===== src/hdl/adcsq_consts.svh =====
// Register map, field positions, reset values and timing for the ADC sequencer
// Function
// RULE_01: Result bits 9:2 high, 1:0 low register
// RULE_02: Input above high reference reads full scale
// RULE_03: Input below low reference reads zero
// RULE_04: Codes never move against the input
// RULE_05: Four-bit binary field selects one of sixteen inputs
// RULE_06: Setting converter_on starts continuous conversion
// RULE_07: Clearing converter_on stops converter immediately
// RULE_08: Completion sets flag and loads result
// RULE_09: High read or control write clears flag
// RULE_10: Every conversion overwrites both result registers
// RULE_11: Channel change abandons conversion, clears flag, restarts
// RULE_12: Clock select: 0 divides by four, 1 by two
// RULE_13: Software writes zero to reserved bit 4
// RULE_14: Software polls flag, reads low, then high
// RULE_15: Processor wait mode leaves converter running
// RULE_16: Halt disables converter; settle time after wake
// RULE_17: Fixed sampling ticks plus ten bit decisions
`ifndef ADCSQ_CONSTS_SVH
`define ADCSQ_CONSTS_SVH

`define ADCSQ_IDX_CSR 8'h70
`define ADCSQ_IDX_HIGH 8'h71
`define ADCSQ_IDX_LOW 8'h72
`define ADCSQ_IDX_IRQ_STAT 8'h73
`define ADCSQ_IDX_IRQ_MASK 8'h74
`define ADCSQ_IDX_STATUS 8'h75

`define ADCSQ_CSR_EOC 7
`define ADCSQ_CSR_SPEED 6
`define ADCSQ_CSR_ON 5
`define ADCSQ_CSR_CH_MSB 3
`define ADCSQ_CSR_CH_LSB 0

`define ADCSQ_IRQ_DONE 0
`define ADCSQ_IRQ_OVERRUN 1

`define ADCSQ_ST_SETTLED 0
`define ADCSQ_ST_RUNNING 1
`define ADCSQ_ST_HALTED 2

`define ADCSQ_CSR_RST 8'h00
`define ADCSQ_RESULT_RST 10'h000
`define ADCSQ_IRQ_RST 2'h0

`define ADCSQ_CLK_MHZ 100
`define ADCSQ_SETTLE_NS 30000
`define ADCSQ_SETTLE_CYCLES ((`ADCSQ_SETTLE_NS * `ADCSQ_CLK_MHZ + 999) / 1000)
`define ADCSQ_SAMPLE_TICKS 4

`endif


===== src/hdl/adcsq_pkg.sv =====
// Types shared by the ADC sequencer modules
package adcsq_pkg;

	typedef enum logic [3:0] {
		SAR_IDLE = 4'b0001,
		SAR_SAMPLE = 4'b0010,
		SAR_SETTLE = 4'b0100,
		SAR_DECIDE = 4'b1000
	} adcsq_sar_state_t;

	typedef struct packed {
		logic power;
		logic sample;
		logic [3:0] channel;
		logic [9:0] trial;
	} adcsq_ana_t;

	typedef struct packed {
		logic speed;
		logic on;
		logic [3:0] channel;
	} adcsq_ctl_t;

endpackage


===== src/hdl/adcsq_ctrl.sv =====
// ADC sequencer control: AHB-Lite registers, prescaler, halt and interrupts
//
// The AHB-Lite interface to the registers was decided locally.
`timescale 1ns/1ps
`include "adcsq_consts.svh"

module adcsq_ctrl import adcsq_pkg::*; #(
	parameter int SETTLE_CYCLES = `ADCSQ_SETTLE_CYCLES,
	parameter int SAMPLE_TICKS = `ADCSQ_SAMPLE_TICKS
) (
	input wire logic core_clk,
	input wire logic nrst,
	input wire logic hsel,
	input wire logic [31:0] haddr,
	input wire logic [1:0] htrans,
	input wire logic hwrite,
	input wire logic [2:0] hsize,
	input wire logic [31:0] hwdata,
	input wire logic hready,
	output logic hreadyout,
	output logic [31:0] hrdata,
	output logic hresp,
	input wire logic cpu_halt,
	input wire logic cmp_pin,
	output adcsq_ana_t ana,
	output logic irq
);

	if (SETTLE_CYCLES < 1 || SETTLE_CYCLES > 65535) begin : g_chk
		$error("adcsq_ctrl: SETTLE_CYCLES out of range");
	end

	function automatic logic reg_hit(input logic [31:0] a,
		input logic [7:0] idx);
		reg_hit = (a == {22'h0, idx, 2'b00});
	endfunction

	adcsq_ctl_t ctl_reg;
	logic eoc_reg;
	logic [9:0] result_reg;
	logic [1:0] irq_stat_reg;
	logic [1:0] irq_mask_reg;
	logic [31:0] hrdata_reg;
	logic wr_pend_reg;
	logic [31:0] wr_addr_reg;
	logic cmp_s1_reg;
	logic cmp_s2_reg;
	logic cmp_s3_reg;
	logic cmp_level_reg;
	logic cmp_agreed;
	logic [1:0] div_cnt_reg;
	logic halt_q_reg;
	logic [15:0] settle_cnt_reg;

	logic acc;
	logic rd_acc;
	logic rd_high;
	logic csr_wr;
	logic stat_wr;
	logic mask_wr;
	logic [3:0] new_ch;
	logic restart;
	logic settled;
	logic run;
	logic tick;
	logic conv_done;
	logic [9:0] conv_result;
	logic conv_sample;
	logic [9:0] conv_trial;
	logic [31:0] rd_value;

	// Bus side: zero wait states, every answer OKAY
	assign hreadyout = 1'b1;
	assign hresp = 1'b0;
	assign hrdata = hrdata_reg;

	assign acc = hsel & hready & htrans[1];
	assign rd_acc = acc & ~hwrite;
	assign rd_high = rd_acc & reg_hit(haddr, `ADCSQ_IDX_HIGH);

	assign csr_wr = wr_pend_reg & reg_hit(wr_addr_reg, `ADCSQ_IDX_CSR);
	assign stat_wr = wr_pend_reg & reg_hit(wr_addr_reg, `ADCSQ_IDX_IRQ_STAT);
	assign mask_wr = wr_pend_reg & reg_hit(wr_addr_reg, `ADCSQ_IDX_IRQ_MASK);
	assign new_ch = hwdata[`ADCSQ_CSR_CH_MSB:`ADCSQ_CSR_CH_LSB];

	// A changed channel throws away the conversion under way
	assign restart = csr_wr & (new_ch != ctl_reg.channel); //RULE_11

	// Address phase latched; write data arrive one cycle later
	always_ff @(posedge core_clk or negedge nrst) begin
		if (!nrst) begin
			wr_pend_reg <= 1'b0;
			wr_addr_reg <= 32'h00000000;
		end else begin
			wr_pend_reg <= acc & hwrite;
			if (acc & hwrite) begin
				wr_addr_reg <= haddr;
			end
		end
	end

	// Read data sampled at the address phase, held for the data phase
	always_comb begin
		rd_value = 32'h00000000;
		if (reg_hit(haddr, `ADCSQ_IDX_CSR)) begin
			rd_value[`ADCSQ_CSR_EOC] = eoc_reg;
			rd_value[`ADCSQ_CSR_SPEED] = ctl_reg.speed;
			rd_value[`ADCSQ_CSR_ON] = ctl_reg.on;
			rd_value[`ADCSQ_CSR_CH_MSB:`ADCSQ_CSR_CH_LSB] = ctl_reg.channel;
		end else if (reg_hit(haddr, `ADCSQ_IDX_HIGH)) begin
			rd_value[7:0] = result_reg[9:2]; //RULE_01
		end else if (reg_hit(haddr, `ADCSQ_IDX_LOW)) begin
			rd_value[1:0] = result_reg[1:0]; //RULE_01
		end else if (reg_hit(haddr, `ADCSQ_IDX_IRQ_STAT)) begin
			rd_value[1:0] = irq_stat_reg;
		end else if (reg_hit(haddr, `ADCSQ_IDX_IRQ_MASK)) begin
			rd_value[1:0] = irq_mask_reg;
		end else if (reg_hit(haddr, `ADCSQ_IDX_STATUS)) begin
			rd_value[`ADCSQ_ST_SETTLED] = settled;
			rd_value[`ADCSQ_ST_RUNNING] = run;
			rd_value[`ADCSQ_ST_HALTED] = cpu_halt;
		end
	end

	always_ff @(posedge core_clk or negedge nrst) begin
		if (!nrst) begin
			hrdata_reg <= 32'h00000000;
		end else if (rd_acc) begin
			hrdata_reg <= rd_value;
		end
	end

	// Control fields; reserved bit 4 is not stored and reads zero
	always_ff @(posedge core_clk or negedge nrst) begin
		if (!nrst) begin
			ctl_reg <= adcsq_ctl_t'(6'(`ADCSQ_CSR_RST));
		end else if (csr_wr) begin
			ctl_reg.speed <= hwdata[`ADCSQ_CSR_SPEED];
			ctl_reg.on <= hwdata[`ADCSQ_CSR_ON]; //RULE_06 RULE_07
			ctl_reg.channel <= new_ch; //RULE_05
		end
	end

	// End-of-conversion flag: a completion in the clearing cycle wins
	always_ff @(posedge core_clk or negedge nrst) begin
		if (!nrst) begin
			eoc_reg <= 1'b0;
		end else if (conv_done) begin
			eoc_reg <= 1'b1; //RULE_08
		end else if (rd_high | csr_wr) begin
			eoc_reg <= 1'b0; //RULE_09 RULE_11
		end
	end

	// Not latched against a pending read: software must read low then high
	always_ff @(posedge core_clk or negedge nrst) begin
		if (!nrst) begin
			result_reg <= `ADCSQ_RESULT_RST;
		end else if (conv_done) begin
			result_reg <= conv_result; //RULE_08 RULE_10 RULE_14
		end
	end

	// Comparator pin crosses in: three flops, accepted once two agree
	always_ff @(posedge core_clk or negedge nrst) begin
		if (!nrst) begin
			cmp_s1_reg <= 1'b0;
			cmp_s2_reg <= 1'b0;
			cmp_s3_reg <= 1'b0;
			cmp_level_reg <= 1'b0;
		end else begin
			cmp_s1_reg <= cmp_pin;
			cmp_s2_reg <= cmp_s1_reg;
			cmp_s3_reg <= cmp_s2_reg;
			if (cmp_s2_reg == cmp_s3_reg) begin
				cmp_level_reg <= cmp_s3_reg;
			end
		end
	end

	// Agreed level offered in the cycle the flops agree: at the fast clock a
	// decision comes only four cycles after the trial code moves
	assign cmp_agreed = (cmp_s2_reg == cmp_s3_reg) ? cmp_s3_reg :
		cmp_level_reg;

	// Wake from halt: hold off conversions until the analog part settles
	always_ff @(posedge core_clk or negedge nrst) begin
		if (!nrst) begin
			halt_q_reg <= 1'b0;
			settle_cnt_reg <= 16'h0000;
		end else begin
			halt_q_reg <= cpu_halt;
			if (cpu_halt) begin
				settle_cnt_reg <= 16'h0000;
			end else if (halt_q_reg) begin
				settle_cnt_reg <= 16'(SETTLE_CYCLES); //RULE_16
			end else if (settle_cnt_reg != 16'h0000) begin
				settle_cnt_reg <= settle_cnt_reg - 16'h0001;
			end
		end
	end

	assign settled = (settle_cnt_reg == 16'h0000) & ~halt_q_reg;

	// Of the low-power modes only halt stops the converter; processor wait has no input here
	assign run = ctl_reg.on & ~cpu_halt & settled; //RULE_07 RULE_15 RULE_16

	// Prescaler restarts with the channel so each conversion has equal ticks
	always_ff @(posedge core_clk or negedge nrst) begin
		if (!nrst) begin
			div_cnt_reg <= 2'h0;
		end else if (!run || restart) begin
			div_cnt_reg <= 2'h0;
		end else begin
			div_cnt_reg <= div_cnt_reg + 2'h1;
		end
	end

	assign tick = run & (ctl_reg.speed ? div_cnt_reg[0] :
		(div_cnt_reg == 2'h3)); //RULE_12

	adcsq_sar #(
		.RES_BITS(10),
		.SAMPLE_TICKS(SAMPLE_TICKS)
	) u_sar (
		.core_clk(core_clk),
		.nrst(nrst),
		.tick(tick),
		.run(run),
		.restart(restart),
		.cmp_level(cmp_agreed),
		.sample(conv_sample),
		.trial(conv_trial),
		.done(conv_done),
		.result(conv_result)
	);

	// Analog side: power follows the on bit and is cut in halt
	always_comb begin
		ana.power = ctl_reg.on & ~cpu_halt; //RULE_07 RULE_16
		ana.sample = conv_sample & run;
		ana.channel = ctl_reg.channel; //RULE_05
		ana.trial = conv_trial;
	end

	// Sticky events, write one to clear; a new event beats the clear
	always_ff @(posedge core_clk or negedge nrst) begin
		if (!nrst) begin
			irq_stat_reg <= `ADCSQ_IRQ_RST;
		end else begin
			if (conv_done) begin
				irq_stat_reg[`ADCSQ_IRQ_DONE] <= 1'b1;
			end else if (stat_wr && hwdata[`ADCSQ_IRQ_DONE]) begin
				irq_stat_reg[`ADCSQ_IRQ_DONE] <= 1'b0;
			end
			// Overrun: a result replaced before the high byte was read
			if (conv_done && eoc_reg && !rd_high) begin
				irq_stat_reg[`ADCSQ_IRQ_OVERRUN] <= 1'b1;
			end else if (stat_wr && hwdata[`ADCSQ_IRQ_OVERRUN]) begin
				irq_stat_reg[`ADCSQ_IRQ_OVERRUN] <= 1'b0;
			end
		end
	end

	always_ff @(posedge core_clk or negedge nrst) begin
		if (!nrst) begin
			irq_mask_reg <= `ADCSQ_IRQ_RST;
		end else if (mask_wr) begin
			irq_mask_reg <= hwdata[1:0];
		end
	end

	assign irq = |(irq_stat_reg & irq_mask_reg);

endmodule


===== src/hdl/adcsq_sar.sv =====
// Successive-approximation sequencer: sampling phase and bit decisions
`timescale 1ns/1ps
`include "adcsq_consts.svh"

module adcsq_sar import adcsq_pkg::*; #(
	parameter int RES_BITS = 10,
	parameter int SAMPLE_TICKS = `ADCSQ_SAMPLE_TICKS
) (
	input wire logic core_clk,
	input wire logic nrst,
	input wire logic tick,
	input wire logic run,
	input wire logic restart,
	input wire logic cmp_level,
	output logic sample,
	output logic [9:0] trial,
	output logic done,
	output logic [9:0] result
);

	if (RES_BITS != 10 || SAMPLE_TICKS < 1 || SAMPLE_TICKS > 15) begin : g_chk
		$error("adcsq_sar: unsupported parameter values");
	end

	adcsq_sar_state_t state_reg;
	logic [3:0] samp_cnt_reg;
	logic [3:0] bit_reg;
	logic [9:0] code_reg;
	logic [9:0] kept;

	// Comparator high means the input is at or above the trial level, so
	// a rising input can only keep more bits set
	always_comb begin
		kept = cmp_level ? code_reg : (code_reg & ~(10'h001 << bit_reg)); //RULE_04
	end

	always_ff @(posedge core_clk or negedge nrst) begin
		if (!nrst) begin
			state_reg <= SAR_IDLE;
			samp_cnt_reg <= 4'h0;
			bit_reg <= 4'h0;
			code_reg <= 10'h000;
			done <= 1'b0;
			result <= `ADCSQ_RESULT_RST;
		end else begin
			done <= 1'b0;
			if (!run) begin
				state_reg <= SAR_IDLE; //RULE_07
			end else if (restart) begin
				state_reg <= SAR_SAMPLE; //RULE_11
				samp_cnt_reg <= 4'h0;
			end else if (tick) begin
				unique case (state_reg)
				SAR_IDLE: begin
					state_reg <= SAR_SAMPLE; //RULE_06
					samp_cnt_reg <= 4'h0;
				end
				SAR_SAMPLE: begin
					samp_cnt_reg <= samp_cnt_reg + 4'h1;
					if (samp_cnt_reg == 4'(SAMPLE_TICKS - 1)) begin //RULE_17
						state_reg <= SAR_SETTLE;
						bit_reg <= 4'h9;
						code_reg <= 10'h200;
					end
				end
				// Two ticks per bit give the comparator synchroniser time
				SAR_SETTLE: begin
					state_reg <= SAR_DECIDE;
				end
				SAR_DECIDE: begin
					if (bit_reg == 4'h0) begin
						result <= kept; //RULE_02 RULE_03
						done <= 1'b1;
						state_reg <= SAR_SAMPLE; //RULE_06
						samp_cnt_reg <= 4'h0;
					end else begin
						code_reg <= kept | (10'h001 << (bit_reg - 4'h1));
						bit_reg <= bit_reg - 4'h1;
						state_reg <= SAR_SETTLE;
					end
				end
				endcase
			end
		end
	end

	assign sample = (state_reg == SAR_SAMPLE);
	assign trial = code_reg;

endmodule


===== config.mk =====
export PLATFORM = sky130hd
export DESIGN_NAME = adcsq_ctrl
export DESIGN_NICKNAME = d
export VERILOG_FILES = /design/src/hdl/adcsq_pkg.sv /design/src/hdl/adcsq_ctrl.sv /design/src/hdl/adcsq_sar.sv
export VERILOG_INCLUDE_DIRS = /design/src /design/src/hdl
export SDC_FILE = /design/constraint.sdc
export NUM_CORES = 1
export LEC_CHECK = 0
export BUFFER_PORTS_ARGS = -buffer_cell sky130_fd_sc_hd__buf_4
export CAP_MARGIN = 10
export CORE_UTILIZATION = 45
export CTS_CLUSTER_DIAMETER = 60
export CTS_CLUSTER_SIZE = 28
export DETAILED_ROUTE_END_ITERATION = 6
export GPL_ROUTABILITY_DRIVEN = 0
export HOLD_SLACK_MARGIN = 0.05
export PLACE_DENSITY = 0.7
export SYNTH_ARGS = -nofsm -noshare
export SYNTH_HDL_FRONTEND = slang
export SYNTH_SLANG_ARGS = --single-unit

===== constraint.sdc =====
create_clock -name core_clk -period 2.6 [get_ports core_clk]
set_input_delay 0.13 -clock core_clk [delete_from_list [all_inputs] [get_ports core_clk]]
set_output_delay 0.13 -clock core_clk [all_outputs]
set_load 0.03 [all_outputs]

=== Yosys cells after proc, flatten, opt, wreduce, memory -nomap -nowiden ===
Cells that the tools add are included.

* Add/sub/neg operators: 4
* Equality and inequality tests: 22
* Shift-type cells: 2
* Mux-type cells: 46
* Bitwise gates (word level): 23
* Reduce and logical (&&, ||, !) cells: 22

{| class="wikitable"
|+ Operators with widths
! operator !! count
|-
| $eq 32x9->1 const B || 9
|-
| $mux 16 || 3
|-
| $mux 4 || 10
|-
| $mux 10 || 3
|-
| $pmux 10 s2 || 1
|-
| $shl 1x4->10 const A || 2
|-
| $mux 1 || 17
|-
| $logic_not 16->1 || 1
|-
| $pmux 4 s4 || 1
|-
| $reduce_bool 16->1 || 1
|-
| $sub 16x1->16 const B || 1
|-
| $and 1x1->1 || 14
|-
| $mux 3 || 4
|-
| $pmux 4 s3 || 1
|-
| $and 10x10->10 || 1
|-
| $not 10->10 || 1
|-
| $or 10x10->10 || 1
|-
| $reduce_bool 2->1 || 5
|-
| $eq 4x2->1 const B || 2
|-
| $mux 2 || 4
|-
| $pmux 4 s2 || 1
|-
| $ne 3x2->1 const B || 2
|-
| $reduce_and 6->1 || 1
|-
| $mux 5 || 1
|-
| 25 further kinds || 32
|}

* Register bits after elaboration: 118
* Bits of input ports: 76
* Output and inout bits: 51
* Word-level logic and storage cells: 143

=== Logic depth before layout (Yosys ltp) ===
Gate-level depths: netlist of the first run.

* Depth in word-level cells: 9
* Gate-level depth with buffers: 8
* Gate-level depth less buffers: 7

=== By module ===
From an unflattened synthesis of the first run, not the netlist that was laid out.

* Cells, all modules: 635
* Area total of the unflattened synthesis: 6144.6 um^2

{| class="wikitable"
|+ Modules (own cells, without submodules)
! module !! instances !! cells each !! area each (um^2) !! seq. area each (um^2)
|-
| adcsq_ctrl || 1 || 434 || 4230.3 || 2127.0
|-
| adcsq_sar || 1 || 201 || 1914.3 || 827.0
|}

=== Worst setup path after synthesis of the first run ===
OpenSTA, ideal clock, no wires.

* Path kind: reg2reg
* From: register settle_cnt_reg[4]
* To: register u_sar.samp_cnt_reg[2]
* Setup time: 0.084 ns
* Data arrival time: 3.052 ns
* Data required time: 2.516 ns
* Slack: -0.536 ns
* Stages on the path, launching flop included: 8
* Path buffers: 2
* Clock period less this slack: 3.136 ns
* Cells stage by stage: dfrtp_1 or4_4 buf_6 or4b_4 buf_6 nor4_1 nand4_1 o21ai_0

* Longest elaborated chain between the ends: 6

{| class="wikitable"
|+ RTL lines
! item !! line !! RTL
|-
| from (decl) || adcsq_ctrl.sv:53 || <nowiki>logic [15:0] settle_cnt_reg;</nowiki>
|-
| from (signal assigned) || adcsq_ctrl.sv:196 || <nowiki>settle_cnt_reg <= 16'(SETTLE_CYCLES);</nowiki>
|-
| from (signal assigned) || adcsq_ctrl.sv:198 || <nowiki>settle_cnt_reg <= settle_cnt_reg - 16'h0001;</nowiki>
|-
| $logic_not 16->1 (*) || adcsq_ctrl.sv:203 || <nowiki>assign settled = (settle_cnt_reg == 16'h0000) & ~halt_q_reg;</nowiki>
|-
| $and 1x1->1 (*) || adcsq_ctrl.sv:203 ||
|-
| $and 1x1->1 (*) || adcsq_ctrl.sv:206 || <nowiki>assign run = ctl_reg.on & ~cpu_halt & settled;</nowiki>
|-
| $and 1x1->1 || adcsq_ctrl.sv:219 || <nowiki>assign tick = run & (ctl_reg.speed ? div_cnt_reg[0] :</nowiki>
|-
| $reduce_bool 2->1 (no source line) || - ||
|-
| $reduce_and 4->1 (no source line) (*) || - ||
|-
| to (signal assigned) || adcsq_sar.sv:59 || <nowiki>samp_cnt_reg <= samp_cnt_reg + 4'h1;</nowiki>
|-
| to (decl) || adcsq_sar.sv:26 || <nowiki>logic [3:0] samp_cnt_reg;</nowiki>
|}

Mark *: on every way between the ends. The rest lies on a longest branch, timed or not.
A chain may end at the register's enable or synchronous reset.

=== Worst setup path in the final report of the first run ===
* From: register wr_addr_reg[21]
* To: register ctl_reg[5] in the netlist's numbering

* Longest elaborated chain between the ends: 2

{| class="wikitable"
|+ RTL lines
! item !! line !! RTL
|-
| from (decl) || adcsq_ctrl.sv:45 || <nowiki>logic [31:0] wr_addr_reg;</nowiki>
|-
| from (signal assigned) || adcsq_ctrl.sv:97 || <nowiki>wr_addr_reg <= haddr;</nowiki>
|-
| $eq 32x9->1 || adcsq_ctrl.sv:35 || <nowiki>reg_hit = (a == {22'h0, idx, 2'b00});</nowiki>
|-
| $and 1x1->1 || adcsq_ctrl.sv:81 || <nowiki>assign csr_wr = wr_pend_reg & reg_hit(wr_addr_reg, `ADCSQ_IDX_CSR);</nowiki>
|-
| to (signal assigned) || adcsq_ctrl.sv:136 || <nowiki>ctl_reg <= adcsq_ctl_t'(6'(`ADCSQ_CSR_RST));</nowiki>
|-
| to (decl) || adcsq_ctrl.sv:38 || <nowiki>adcsq_ctl_t ctl_reg;</nowiki>
|}

No other way between the ends.

==> results of run 1 <==
==> synth_stat cells (6+ instances only) <==
cell / number
nor3_1: 14
nand2_1: 124
a21boi_0: 7
o21ai_1: 7
and3_1: 8
dfrtp_1: 117
nor4b_1: 8
o31ai_1: 10
nand4_1: 10
clkbuf_1: 20
nor2_1: 31
mux2i_1: 9
inv_1: 22
ha_1: 10
nand2b_1: 6
buf_4: 30
nand3_1: 7
o21ai_0: 23
or3_1: 7
a21oi_1: 16
xnor2_1: 12
nor4_1: 21
mux2_2: 28
==> layer usage <==
layer,share of wire (%),vias to the layer above
li1,-,2497
met1,44,2621
met2,48,189
met3,5.7,27
met4,1.8,0
met5,0,-
==> area by class of cell <==
| cell class | instances | area [um2] | share of cell area [%] |
|---|---|---|---|
| Inverter | 22 | 82.6 | 1.02 |
| Timing Repair Buffer | 141 | 1180 | 14.6 |
| Multi-Input combinational cell | 471 | 3010 | 37.3 |
| Tap cell | 176 | 220 | 2.73 |
| Clock buffer | 22 | 474 | 5.87 |
| Sequential cell | 118 | 2950 | 36.6 |
| Clock inverter | 10 | 150 | 1.86 |
==> report_power, final <==
part / total (W) / leakage [nW] / internal (W) / switching, W
Combinational: 0.000574 / 1.95 / 0.000249 / 0.000325
Sequential: 0.00206 / 1.54 / 0.00196 / 0.000101
Clock: 0.00247 / 0.313 / 0.00167 / 0.000807
==> placed cells by master (no fill, tap or decap), types with 9 or more instances in the layout <==
| master | count |
|---|---|
| dfrtp_1 | 117 |
| a21oi_1 | 16 |
| nand2_1 | 124 |
| nor3_1 | 13 |
| mux2i_1 | 9 |
| nor4_1 | 19 |
| ha_1 | 10 |
| nand4_1 | 10 |
| clkbuf_16 | 17 |
| conb_1 | 26 |
| dlygate4sd3_1 | 39 |
| o31ai_1 | 10 |
| xnor2_1 | 12 |
| inv_1 | 22 |
| mux2_2 | 28 |
| buf_4 | 100 |
| nor2_1 | 31 |
| o21ai_0 | 22 |
==> worst paths after layout <==
| path | startpoint | to |
|---|---|---|
| min in group asynchronous | nrst | wr_addr_reg[19] |
| max in group asynchronous | nrst | result_reg[2] |
| max | wr_addr_reg[21] | ctl_reg[5] |
| min reg2reg | cmp_s1_reg | cmp_s2_reg |
| max reg2reg | wr_addr_reg[21] | ctl_reg[5] |
| min | haddr[4] | hrdata[0] |
==> timing repair <==
| item | 4_1_cts | 5_1_grt |
|---|---|---|
| gates resized for setup | 2 | 3 |
| setup buffers | 4 | 0 |
| hold endpoints to repair | 108 | 0 |
| pin swaps | 2 | 2 |
| endpoints found under the setup margin | 1 | 9 |
| hold buffers | 39 | 0 |
==> logic make-up after synthesis <==
kind of cell	count (synthesis)	share of synthesized area, %
and+or+nand+nor	277	23.7
DFF	118	47.3
AOI/OAI and AO/OA	102	10.9
buffers and inverters	76	6.63
muxes	38	6.73
xor gates and xnor gates	17	2.39
adders and majority gates	11	2.16
other	2	0.120
==> worst min-delay path: stages <==
cell	delay, ns
buf_4	0.12
o2111ai_1	0.13
o311ai_0	0.11
==> stage by stage <==
stage | total power, W | utilization, % | hold slack, ns | std cells
floorplan | 0.00241 | - | -0.166 | 665
global placement | 0.00258 | 52.3 | 0.237 | 886
detailed placement | 0.00260 | 52.3 | 0.241 | 886
CTS | 0.00514 | 60.2 | 0.0933 | 961
global route | 0.00531 | 60.3 | 0.127 | 960
finish | 0.00511 | 60.3 | 0.113 | 960
==> impl_summary.log, run 1 <==
[metrics] Worst Setup End Kind: register
[metrics] Seq/Total Area, Yosys: between 40% and 50%
[metrics] Sinks on Clock Net: ~120
[metrics] clk buf depth: 2
[metrics] via-per-instance ratio: ~5.6
[metrics] worst min path class: primary input to register
[metrics] dominant delay contributor by cell family on the critical path: simple AND/OR/NAND/NOR gates
[metrics] worst-case clock skew: ~0.0076 ns
[metrics] RSZ-0062 raised after global routing: false
[metrics] post-layout net count: between 800 and 900
[metrics] kind of start point of the critical path: register
[metrics] Top Ports: around 130
[metrics] iteration-0 DRC count of the detailed router: around 360
[metrics] longest individual stage delay on the worst path: 0.68 ns
[metrics] # Max-Cap Violations: 0
[metrics] pin count of the biggest net entering global routing: 58
[metrics] Sum Neg Setup Slack: 0 ns
[metrics] Max FO, Critical Path: 8
[metrics] count of final hold-check violations: 0
[metrics] count of unresolved DRC violations after routing: 0
[metrics] growth of design area from synthesis to finish: 29.4%
[metrics] initial antenna violation count: 0
[metrics] CP Data Required Time: between 2 and 3 ns
[metrics] Clk Latency, worst-skew pair: about 0.41 ns
[metrics] data arrival time of the critical path: 2.83 ns
[metrics] static power due to leakage: approximately 3.8 nW
[metrics] Routed Antenna Nets: 0
[metrics] die span in x: 120 um
[metrics] met2 demand-to-capacity share in global routing: 37.8%
[metrics] area of the core: around 0.013 mm2
[metrics] Die Ht: between 100 and 150 um
[metrics] final number of max-transition violations: 0
[metrics] WP buf/inv: 1
[metrics] number of flip-flops in the largest register: 32
[metrics] GR peak layer: met2
[metrics] starting utilization of the core area: between 40% and 50%
[metrics] async set-or-reset flop fraction in the synthesized netlist: between 90% and 100%
[metrics] half-perimeter wire length after detailed placement: about 11000 um
[metrics] global-route wire length before repair: roughly 26000 um
[metrics] least setup slack across all paths after layout: 0.0626 ns
[metrics] CTS Buf Count: 17
[metrics] primary flip-flop cell chosen by synthesis mapping: dfrtp_1
[metrics] Cell variety after synth: 70
[metrics] Non-Filler Cell Area, Final: 0.00808 mm2
[metrics] clock-pin slew on the worst setup and hold paths: 0.05 ns
[metrics] aggregate routed wire length: 15900 um
[metrics] met3 layer usage reported by global route: 6.04%
[metrics] number of filler instances in the final layout: approximately 1100
[metrics] transition time of the tightest slew-check pin: roughly 0.9 ns
[metrics] number of warnings issued by yosys: 0
[metrics] ratio of final minimum period to clock period: 97.6%
[metrics] flop and latch count out of synthesis: around 120
[metrics] final count of negative-setup-slack endpoints: 0
[metrics] wire length per cell after detailed routing: about 17 um
[metrics] placement row count: 42
[metrics] root cell of the clock tree: clkbuf_16
[metrics] share of layout cells above drive strength 1: 24.7%
[metrics] overall fraction of global-route tracks in use: roughly a quarter
[metrics] cell area after synthesis: about 0.0062 mm2
[metrics] mean area per synthesized cell: just under 10 um2
[metrics] Worst slew margin: ~40%
[metrics] CTS tree: done
[metrics] first-pass iteration count of the detailed router: 5
[metrics] logic depth of the worst register-to-register path: 5
[metrics] sequence of cells on the critical path: or4b_2 -> or3b_2 -> nor4_4 -> buf_4 -> mux2_2
[metrics] cell area after placement: 0.00701 mm2
[metrics] Crit-path slowest cell: or4b_2
[metrics] cell taking the most area after synthesis: dfrtp_1
[metrics] Crit path depth: 5
[metrics] peak ir drop on the vdd network: a little over 400 uV
[metrics] status: complete, no violations
[metrics] highest clock rate: just under 0.4 GHz
[metrics] met1 global-route usage: between 30 and 40%
[metrics] internal reg-to-reg setup slack: between 0.06 and 0.07 ns
[metrics] Antenna diodes: 0
[metrics] cells after synthesis: about 640
[metrics] Synth area leaders: dfrtp_1, nand2_1, mux2_2
[metrics] H-tree levels: 4
[metrics] Cell Pwr Density: about 630 mW/mm2
[metrics] pre-CTS setup slack: about 0.07 ns
[metrics] number of global-route vias before repair: ~5300
[metrics] kind of critical path: register to register
[metrics] via count: between 5000 and 6000
[metrics] number of enable flip-flop cells after synthesis: 0
[metrics] top cell type's share of synthesized area: 46.9%
[metrics] total congestion overflow after global routing: 0
[metrics] Die Footprint: approximately 0.014 mm2
[metrics] worst hold path depth: 3
[metrics] Buffers on Ports: 70
[metrics] time the worst path needs with I/O delays and setup: 2.54 ns
No activity file was read; power rests on OpenSTA's default activity.
==> run 2: changes to the inputs <==
- CORE_MARGIN: unset -> 5
==> impl_summary.log, run 2 (synthesis results as in run 1) <==
[metrics] share of layout cells above drive strength 1: 24.5% (-0.22 points)
[metrics] via count: 5306 (-0.52%)
[metrics] number of flip-flops in the largest register: 32 (unchanged)
[metrics] total congestion overflow after global routing: 0 (unchanged)
[metrics] transition time of the tightest slew-check pin: 0.877 ns (-0.0230 ns)
[metrics] CP Data Required Time: 2.95 ns (+0.06 ns)
[metrics] pin count of the biggest net entering global routing: 51 (-12%)
[metrics] kind of start point of the critical path: register
[metrics] starting utilization of the core area: 45.5% (-1.1 points)
[metrics] worst-case clock skew: 0.00864 ns (+0.00101 ns)
[metrics] Antenna diodes: 0 (unchanged)
[metrics] time the worst path needs with I/O delays and setup: 2.52 ns (-0.0171 ns)
[metrics] count of unresolved DRC violations after routing: 0 (unchanged)
[metrics] data arrival time of the critical path: 2.87 ns (+0.04 ns)
[metrics] post-layout net count: 856 (-0.12%)
[metrics] half-perimeter wire length after detailed placement: 11200 um (+3.6%)
[metrics] longest individual stage delay on the worst path: 0.57 ns (-0.11 ns)
[metrics] Worst Setup End Kind: register
[metrics] met1 WL: 6860 um (-3.0%)
[metrics] CTS tree: done
[metrics] Cell Pwr Density: 624 mW/mm2 (-1.4%)
[metrics] RSZ-0062 raised after global routing: false
[metrics] initial antenna violation count: 0 (unchanged)
[metrics] overall fraction of global-route tracks in use: 19.9% (-3.5 points)
[metrics] Clk Latency, worst-skew pair: 0.42 ns (about the same)
[metrics] placement row count: 43 (+2.4%)
[metrics] Die Ht: 128 um (+6.7%)
[metrics] Crit-path slowest cell: or4b_4
[metrics] number of global-route vias before repair: 5288 (-0.15%)
[metrics] leading cell type in the layout, fill and taps excluded: nand2_1
[metrics] leading cell types in the layout, fill and taps excluded: nand2_1, dfrtp_1, buf_4
[metrics] peak ir drop on the vdd network: 392 uV (-3.8%)
[metrics] final count of negative-setup-slack endpoints: 0 (unchanged)
[metrics] routed wl met3: 1040 um (+13%)
[metrics] uppermost layer routed: met4
[metrics] Buffers on Ports: 70 (unchanged)
[metrics] worst min path class: primary input to register
[metrics] growth of design area from synthesis to finish: 29.3% (about the same)
[metrics] least setup slack across all paths after layout: 0.0797 ns (+0.0171 ns)
[metrics] global-route wire length before repair: 26100 um (about the same)
[metrics] Routed Antenna Nets: 0 (unchanged)
[metrics] final number of max-transition violations: 0 (unchanged)
[metrics] # Max-Cap Violations: 0 (unchanged)
[metrics] count of final hold-check violations: 0 (unchanged)
[metrics] Top Ports: 127 (unchanged)
[metrics] H-tree levels: 4 (unchanged)
[metrics] sequence of cells on the critical path: or4_4 -> or4b_4 -> buf_4 -> o41ai_1 -> a311o_1 -> o311a_1
[metrics] first-pass iteration count of the detailed router: 5 (unchanged)
[metrics] Sum Neg Setup Slack: 0 ns (unchanged)
[metrics] pre-CTS setup slack: 0.0262 ns (-0.0458 ns)
[metrics] Die Footprint: 0.0163 mm2 (+14%)
[metrics] clk buf depth: 2 (unchanged)
[metrics] aggregate routed wire length: 16100 um (+0.83%)
[metrics] clock-pin slew on the worst setup and hold paths: 0.05 ns (about the same)
[metrics] iteration-0 DRC count of the detailed router: 391 (+7.7%)
[metrics] status: complete, no violations
[metrics] kind of critical path: register to register
[metrics] highest clock rate: 0.397 GHz (+0.68%)
[metrics] area of the core: 0.0137 mm2 (+2.4%)
[metrics] number of filler instances in the final layout: 1101 (+1.7%)
[metrics] detailed route wirelength on metal2: 7930 um (+3.3%)
[metrics] CTS Buf Count: 17 (unchanged)
[metrics] static power due to leakage: 3.81 nW (about the same)
[metrics] Worst slew margin: 41.5% (+1.5 points)
[metrics] ratio of final minimum period to clock period: 96.9% (-0.66 points)
[metrics] Max FO, Critical Path: 5 (-3)
[metrics] wire length per cell after detailed routing: 16.7 um (+0.51%)
[metrics] die span in x: 128 um (+6.7%)
[metrics] via-per-instance ratio: 5.51 (-0.83%)
[metrics] Sinks on Clock Net: 118 (unchanged)
[metrics] root cell of the clock tree: clkbuf_16
-- run 2: cell count changes in the layout (fill, tap and decap cells not counted), sizes merged --
cell,change
bufinv,-1
clkinv,-3
buf,-1
clkbuf,+2
clkinvlp,+2
-- run 2: final cells by class --
cell class              count  area [um2]  area share [%]
well taps                 180         225            2.79
repair buffers            140        1190            14.7
flip-flops and latches    118        2950            36.6
clock buffers              24         492            6.09
clock inverters             8         120            1.49
inverters                  22        82.6            1.02
multi-input cells         471        3010            37.3
-- run 2: final timing paths --
kind                                   start  slack, ns  cells after the start              end
max                        settle_cnt_reg[5]       0.08                      6        hrdata[1]
max reg2reg                settle_cnt_reg[5]       0.08                      6        hrdata[1]
min in group asynchronous               nrst       0.26                      2  wr_addr_reg[28]
max in group asynchronous               nrst       1.58                      3   wr_addr_reg[9]
min reg2reg                       cmp_s1_reg       0.35                      0       cmp_s2_reg
min                                 haddr[2]       0.13                      2        hrdata[1]
-- run 2: through the flow --
| stage | power, W | area [um2] | util (%) | hold WS [ns] | std cells |
|---|---|---|---|---|---|
| CTS | 0.00507 | 8040 | 58.6 | 0.107 | 963 |
| floorplan | 0.00241 | 6350 | - | -0.166 | 665 |
| detailed placement | 0.00260 | 7030 | 51.3 | 0.175 | 891 |
| global route | 0.00524 | 8070 | 58.8 | 0.122 | 963 |
| finish | 0.00503 | 8070 | 58.8 | 0.130 | 963 |
| global placement | 0.00258 | 7030 | 51.3 | 0.160 | 891 |
-- run 2: layer usage --
metal / vias to the layer above / track usage, %
met4: 0 / 7.62
met3: 19 / 5.29
met2: 179 / 33.0
li1: 2499 / -
met5: - / 0
met1: 2609 / 25.0
-- run 2: power by group --
group	internal (W)	total, W	switching, W	leakage, nW
clock	0.00160	0.00240	0.000803	0.296
combinational	0.000250	0.000576	0.000326	1.97
sequential	0.00196	0.00205	0.0000948	1.54
-- run 2: what timing repair did --
item / CTS / global route
endpoints found under the setup margin: 1 / 15
endpoints found under the hold margin: 95 / 0
resized for setup: 0 / 4
hold buffers: 39 / 0
buffers inserted: 1 / 0
pin swaps: 2 / 1
-- run 2: worst max-delay path, delay by kind of cell, from the launching register on --
family | cells | cell delay, ns
simple gates | 2 | 1.12
compound gates | 3 | 0.77
flops | 1 | 0.37
buf+inv | 1 | 0.20
==> run 3: changes to the inputs <==
- ABC_AREA: unset -> 1
==> impl_summary.log, run 3 <==
[metrics] Cell Pwr Density: 603 mW/mm2 (-3.3%)
[metrics] Setup Fix Bufs, Post-CTS: 0 (-1)
[metrics] Cell variety after synth: 45 (-36%)
[metrics] Die Ht: 130 um (+1.5%)
[metrics] Top Ports: 127 (unchanged)
[metrics] global-route wire length before repair: 24200 um (-7.4%)
[metrics] top cell type's share of synthesized area: 45.4% (-1.5 points)
[metrics] placement row count: 43 (unchanged)
[metrics] worst-case clock skew: 0.00975 ns (+0.00112 ns)
[metrics] routed wl met3: 711 um (-31%)
[metrics] internal reg-to-reg setup slack: 0.52 ns (+0.44 ns)
[metrics] ratio of final minimum period to clock period: 80.1% (-17 points)
[metrics] CTS tree: done
[metrics] via count: 5299 (-0.13%)
[metrics] aggregate routed wire length: 14600 um (-9.1%)
[metrics] clock-pin slew on the worst setup and hold paths: 0.05 ns (about the same)
[metrics] met1 WL: 7020 um (+2.4%)
[metrics] number of warnings issued by yosys: 0 (unchanged)
[metrics] Sum Neg Setup Slack: 0 ns (unchanged)
[metrics] growth of design area from synthesis to finish: 23.8%
[metrics] number of global-route vias before repair: 5100 (-3.6%)
[metrics] cell taking the most area after synthesis: dfrtp_1
[metrics] share of layout cells above drive strength 1: 19.5% (-5.0 points)
[metrics] worst min path class: primary input to register
[metrics] primary flip-flop cell chosen by synthesis mapping: dfrtp_1
[metrics] CP Data Required Time: 2.89 ns (-0.06 ns)
[metrics] WP buf/inv: 1 (unchanged)
[metrics] CTS Buf Count: 17 (unchanged)
[metrics] cell area after synthesis: 0.00644 mm2 (+3.2%)
[metrics] Resize count post-CTS: 0 (unchanged)
[metrics] Worst Setup End Kind: register
[metrics] footprint of the multi-input gates: 0.00297 mm2 (-1.2%)
[metrics] Antenna diodes: 0 (unchanged)
[metrics] cell area after placement: 0.00701 mm2 (-0.32%)
[metrics] time the worst path needs with I/O delays and setup: 2.08 ns (-0.438 ns)
[metrics] final core utilization: 57.2% (-1.6 points)
[metrics] first-pass iteration count of the detailed router: 4 (-1)
[metrics] initial antenna violation count: 0 (unchanged)
[metrics] post-layout net count: 1007 (+18%)
[metrics] sequence of cells on the critical path: nor2_2 -> nand3_2 -> inv_2 -> nand3_1 -> nor2_1 -> nand2_2 -> nand2_1 -> o21ai_2
[metrics] highest clock rate: 0.480 GHz (+21%)
[metrics] overall power: 0.00481 W (-4.4%)
[metrics] area taken by flip-flops and latches: 0.00295 mm2 (unchanged)
[metrics] number of enable flip-flop cells after synthesis: 0 (unchanged)
[metrics] Crit-path slowest cell: dfrtp_1
[metrics] half-perimeter wire length after detailed placement: 10400 um (-6.8%)
[metrics] leading cell type in the layout, fill and taps excluded: nand2_1
[metrics] peak ir drop on the vdd network: 459 uV (+17%)
[metrics] H-tree levels: 4 (unchanged)
[metrics] overall fraction of global-route tracks in use: 18.2% (-1.7 points)
[metrics] number of flip-flops in the largest register: 32 (unchanged)
[metrics] static power due to leakage: 3.95 nW (+3.7%)
[metrics] clk buf depth: 2 (unchanged)
[metrics] kind of start point of the critical path: register
[metrics] count of final hold-check violations: 0 (unchanged)
[metrics] transition time of the tightest slew-check pin: 1.12 ns (+0.240 ns)
[metrics] dominant delay contributor by cell family on the critical path: simple AND/OR/NAND/NOR gates
[metrics] detailed route wirelength on metal2: 6700 um (-16%)
[metrics] uppermost layer routed: met4
[metrics] Non-Filler Cell Area, Final: 0.00798 mm2 (-1.2%)
[metrics] Sinks on Clock Net: 118 (unchanged)
[metrics] Max FO, Critical Path: 21 (+16)
[metrics] async set-or-reset flop fraction in the synthesized netlist: 100% (unchanged)
[metrics] count of unresolved DRC violations after routing: 0 (unchanged)
[metrics] via-per-instance ratio: 4.76 (-14%)
[metrics] cells after synthesis: 807 (+26%)
[metrics] Routed Antenna Nets: 0 (unchanged)
[metrics] status: complete, no violations
[metrics] leading cell types in the layout, fill and taps excluded: nand2_1, dfrtp_1, nor2_1
[metrics] Commonest cells post-synth: nand2_1, dfrtp_1, nor2_1
[metrics] die span in x: 130 um (+1.5%)
[metrics] final count of negative-setup-slack endpoints: 0 (unchanged)
[metrics] # Max-Cap Violations: 0 (unchanged)
[metrics] cell with the most instances after synthesis: nand2_1
[metrics] RSZ-0062 raised after global routing: false
[metrics] mean area per synthesized cell: 7.98 um2 (-18%)
[metrics] area of the core: 0.0139 mm2 (+1.6%)
[metrics] data arrival time of the critical path: 2.37 ns (-0.50 ns)
[metrics] iteration-0 DRC count of the detailed router: 351 (-10%)
[metrics] kind of critical path: register to register
[metrics] pin count of the biggest net entering global routing: 56 (+9.8%)
[metrics] wire length per cell after detailed routing: 13.1 um (-21%)
[metrics] Buffers on Ports: 70 (unchanged)
[metrics] flop and latch count out of synthesis: 118 (unchanged)
[metrics] Worst slew margin: 25.5% (-16 points)
[metrics] Clk Latency, worst-skew pair: 0.42 ns (about the same)
[metrics] longest individual stage delay on the worst path: 0.41 ns (-0.16 ns)
[metrics] Die Footprint: 0.0168 mm2 (+3.0%)
[metrics] root cell of the clock tree: clkbuf_16
[metrics] final-layout worst hold slack: 0.0700 ns (-0.0597 ns)
[metrics] Synth area leaders: dfrtp_1, nand2_1, nor2_1
[metrics] Seq/Total Area, Yosys: 45.9% (-1.5 points)
[metrics] starting utilization of the core area: 46.2% (+0.73 points)
[metrics] total congestion overflow after global routing: 0 (unchanged)
[metrics] number of filler instances in the final layout: 1267 (+15%)
[metrics] final number of max-transition violations: 0 (unchanged)
## run 3: through the flow
stage | worst slack [ns] | instances
6_report | 0.517 | 1114
5_1_grt | 0.330 | 1114
4_1_cts | 0.482 | 1114
3_5_place_dp | 0.492 | 1041
3_3_place_gp | 0.555 | 1041
2_1_floorplan | 0.856 | 831
## run 3: final cells by class
cell class              instances  share of cell area, %
flip-flops and latches        118                   37.0
repair buffers                115                   12.3
inverters                      78                   3.67
clock inverters                 5                  0.628
multi-input cells             591                   37.3
well taps                     180                   2.82
clock buffers                  27                   6.31
## run 3: cells by family after synthesis
kind of cell	count (synthesis)	share of synthesized area (%)
compound gates	92	8.86
xor+xnor	12	1.75
fa+ha+maj	10	1.94
buf+inv	122	9.42
flops	118	45.9
mux	4	0.699
other cells	2	0.117
simple gates	447	31.4
## run 3: where the power goes
group          total (W)  switching, W  internal, W
Clock            0.00219      0.000780      0.00141
Combinational   0.000579      0.000357     0.000223
Sequential       0.00205     0.0000840      0.00196
Total            0.00481       0.00122      0.00359
## run 3: path summary, 6_finish.rpt
check | start | endpoint | cells after the start
setup / recovery | u_sar.state_reg[1] | u_sar.result[9] | 8
hold / removal | haddr[4] | wr_addr_reg[4] | 3
setup reg to reg | u_sar.state_reg[1] | u_sar.result[9] | 8
hold reg to reg | cmp_s1_reg | cmp_s2_reg | 0
max in group asynchronous | nrst | u_sar.trial[4] | 3
min in group asynchronous | nrst | wr_addr_reg[18] | 2
## run 3: worst reg2reg max path, delay by kind of cell (launching register included)
family                 cells  cell delay, ns
AO/OA/AOI/OAI              1            0.07
buffers and inverters      1            0.23
flip-flops                 1            0.41
AND/OR/NAND/NOR            6            1.25
## run 3: metal layers
layer  GRT usage (%)  vias up
li1                -     2749
met1            24.8     2416
met2            28.5      117
met3            5.15       17
met4            5.26        0
met5               0        -
## run 3: what timing repair did
item                       in CTS  in global routing
hold buffers                   41                  0
setup endpoints to repair       0                  0
hold endpoints to repair      126                  0
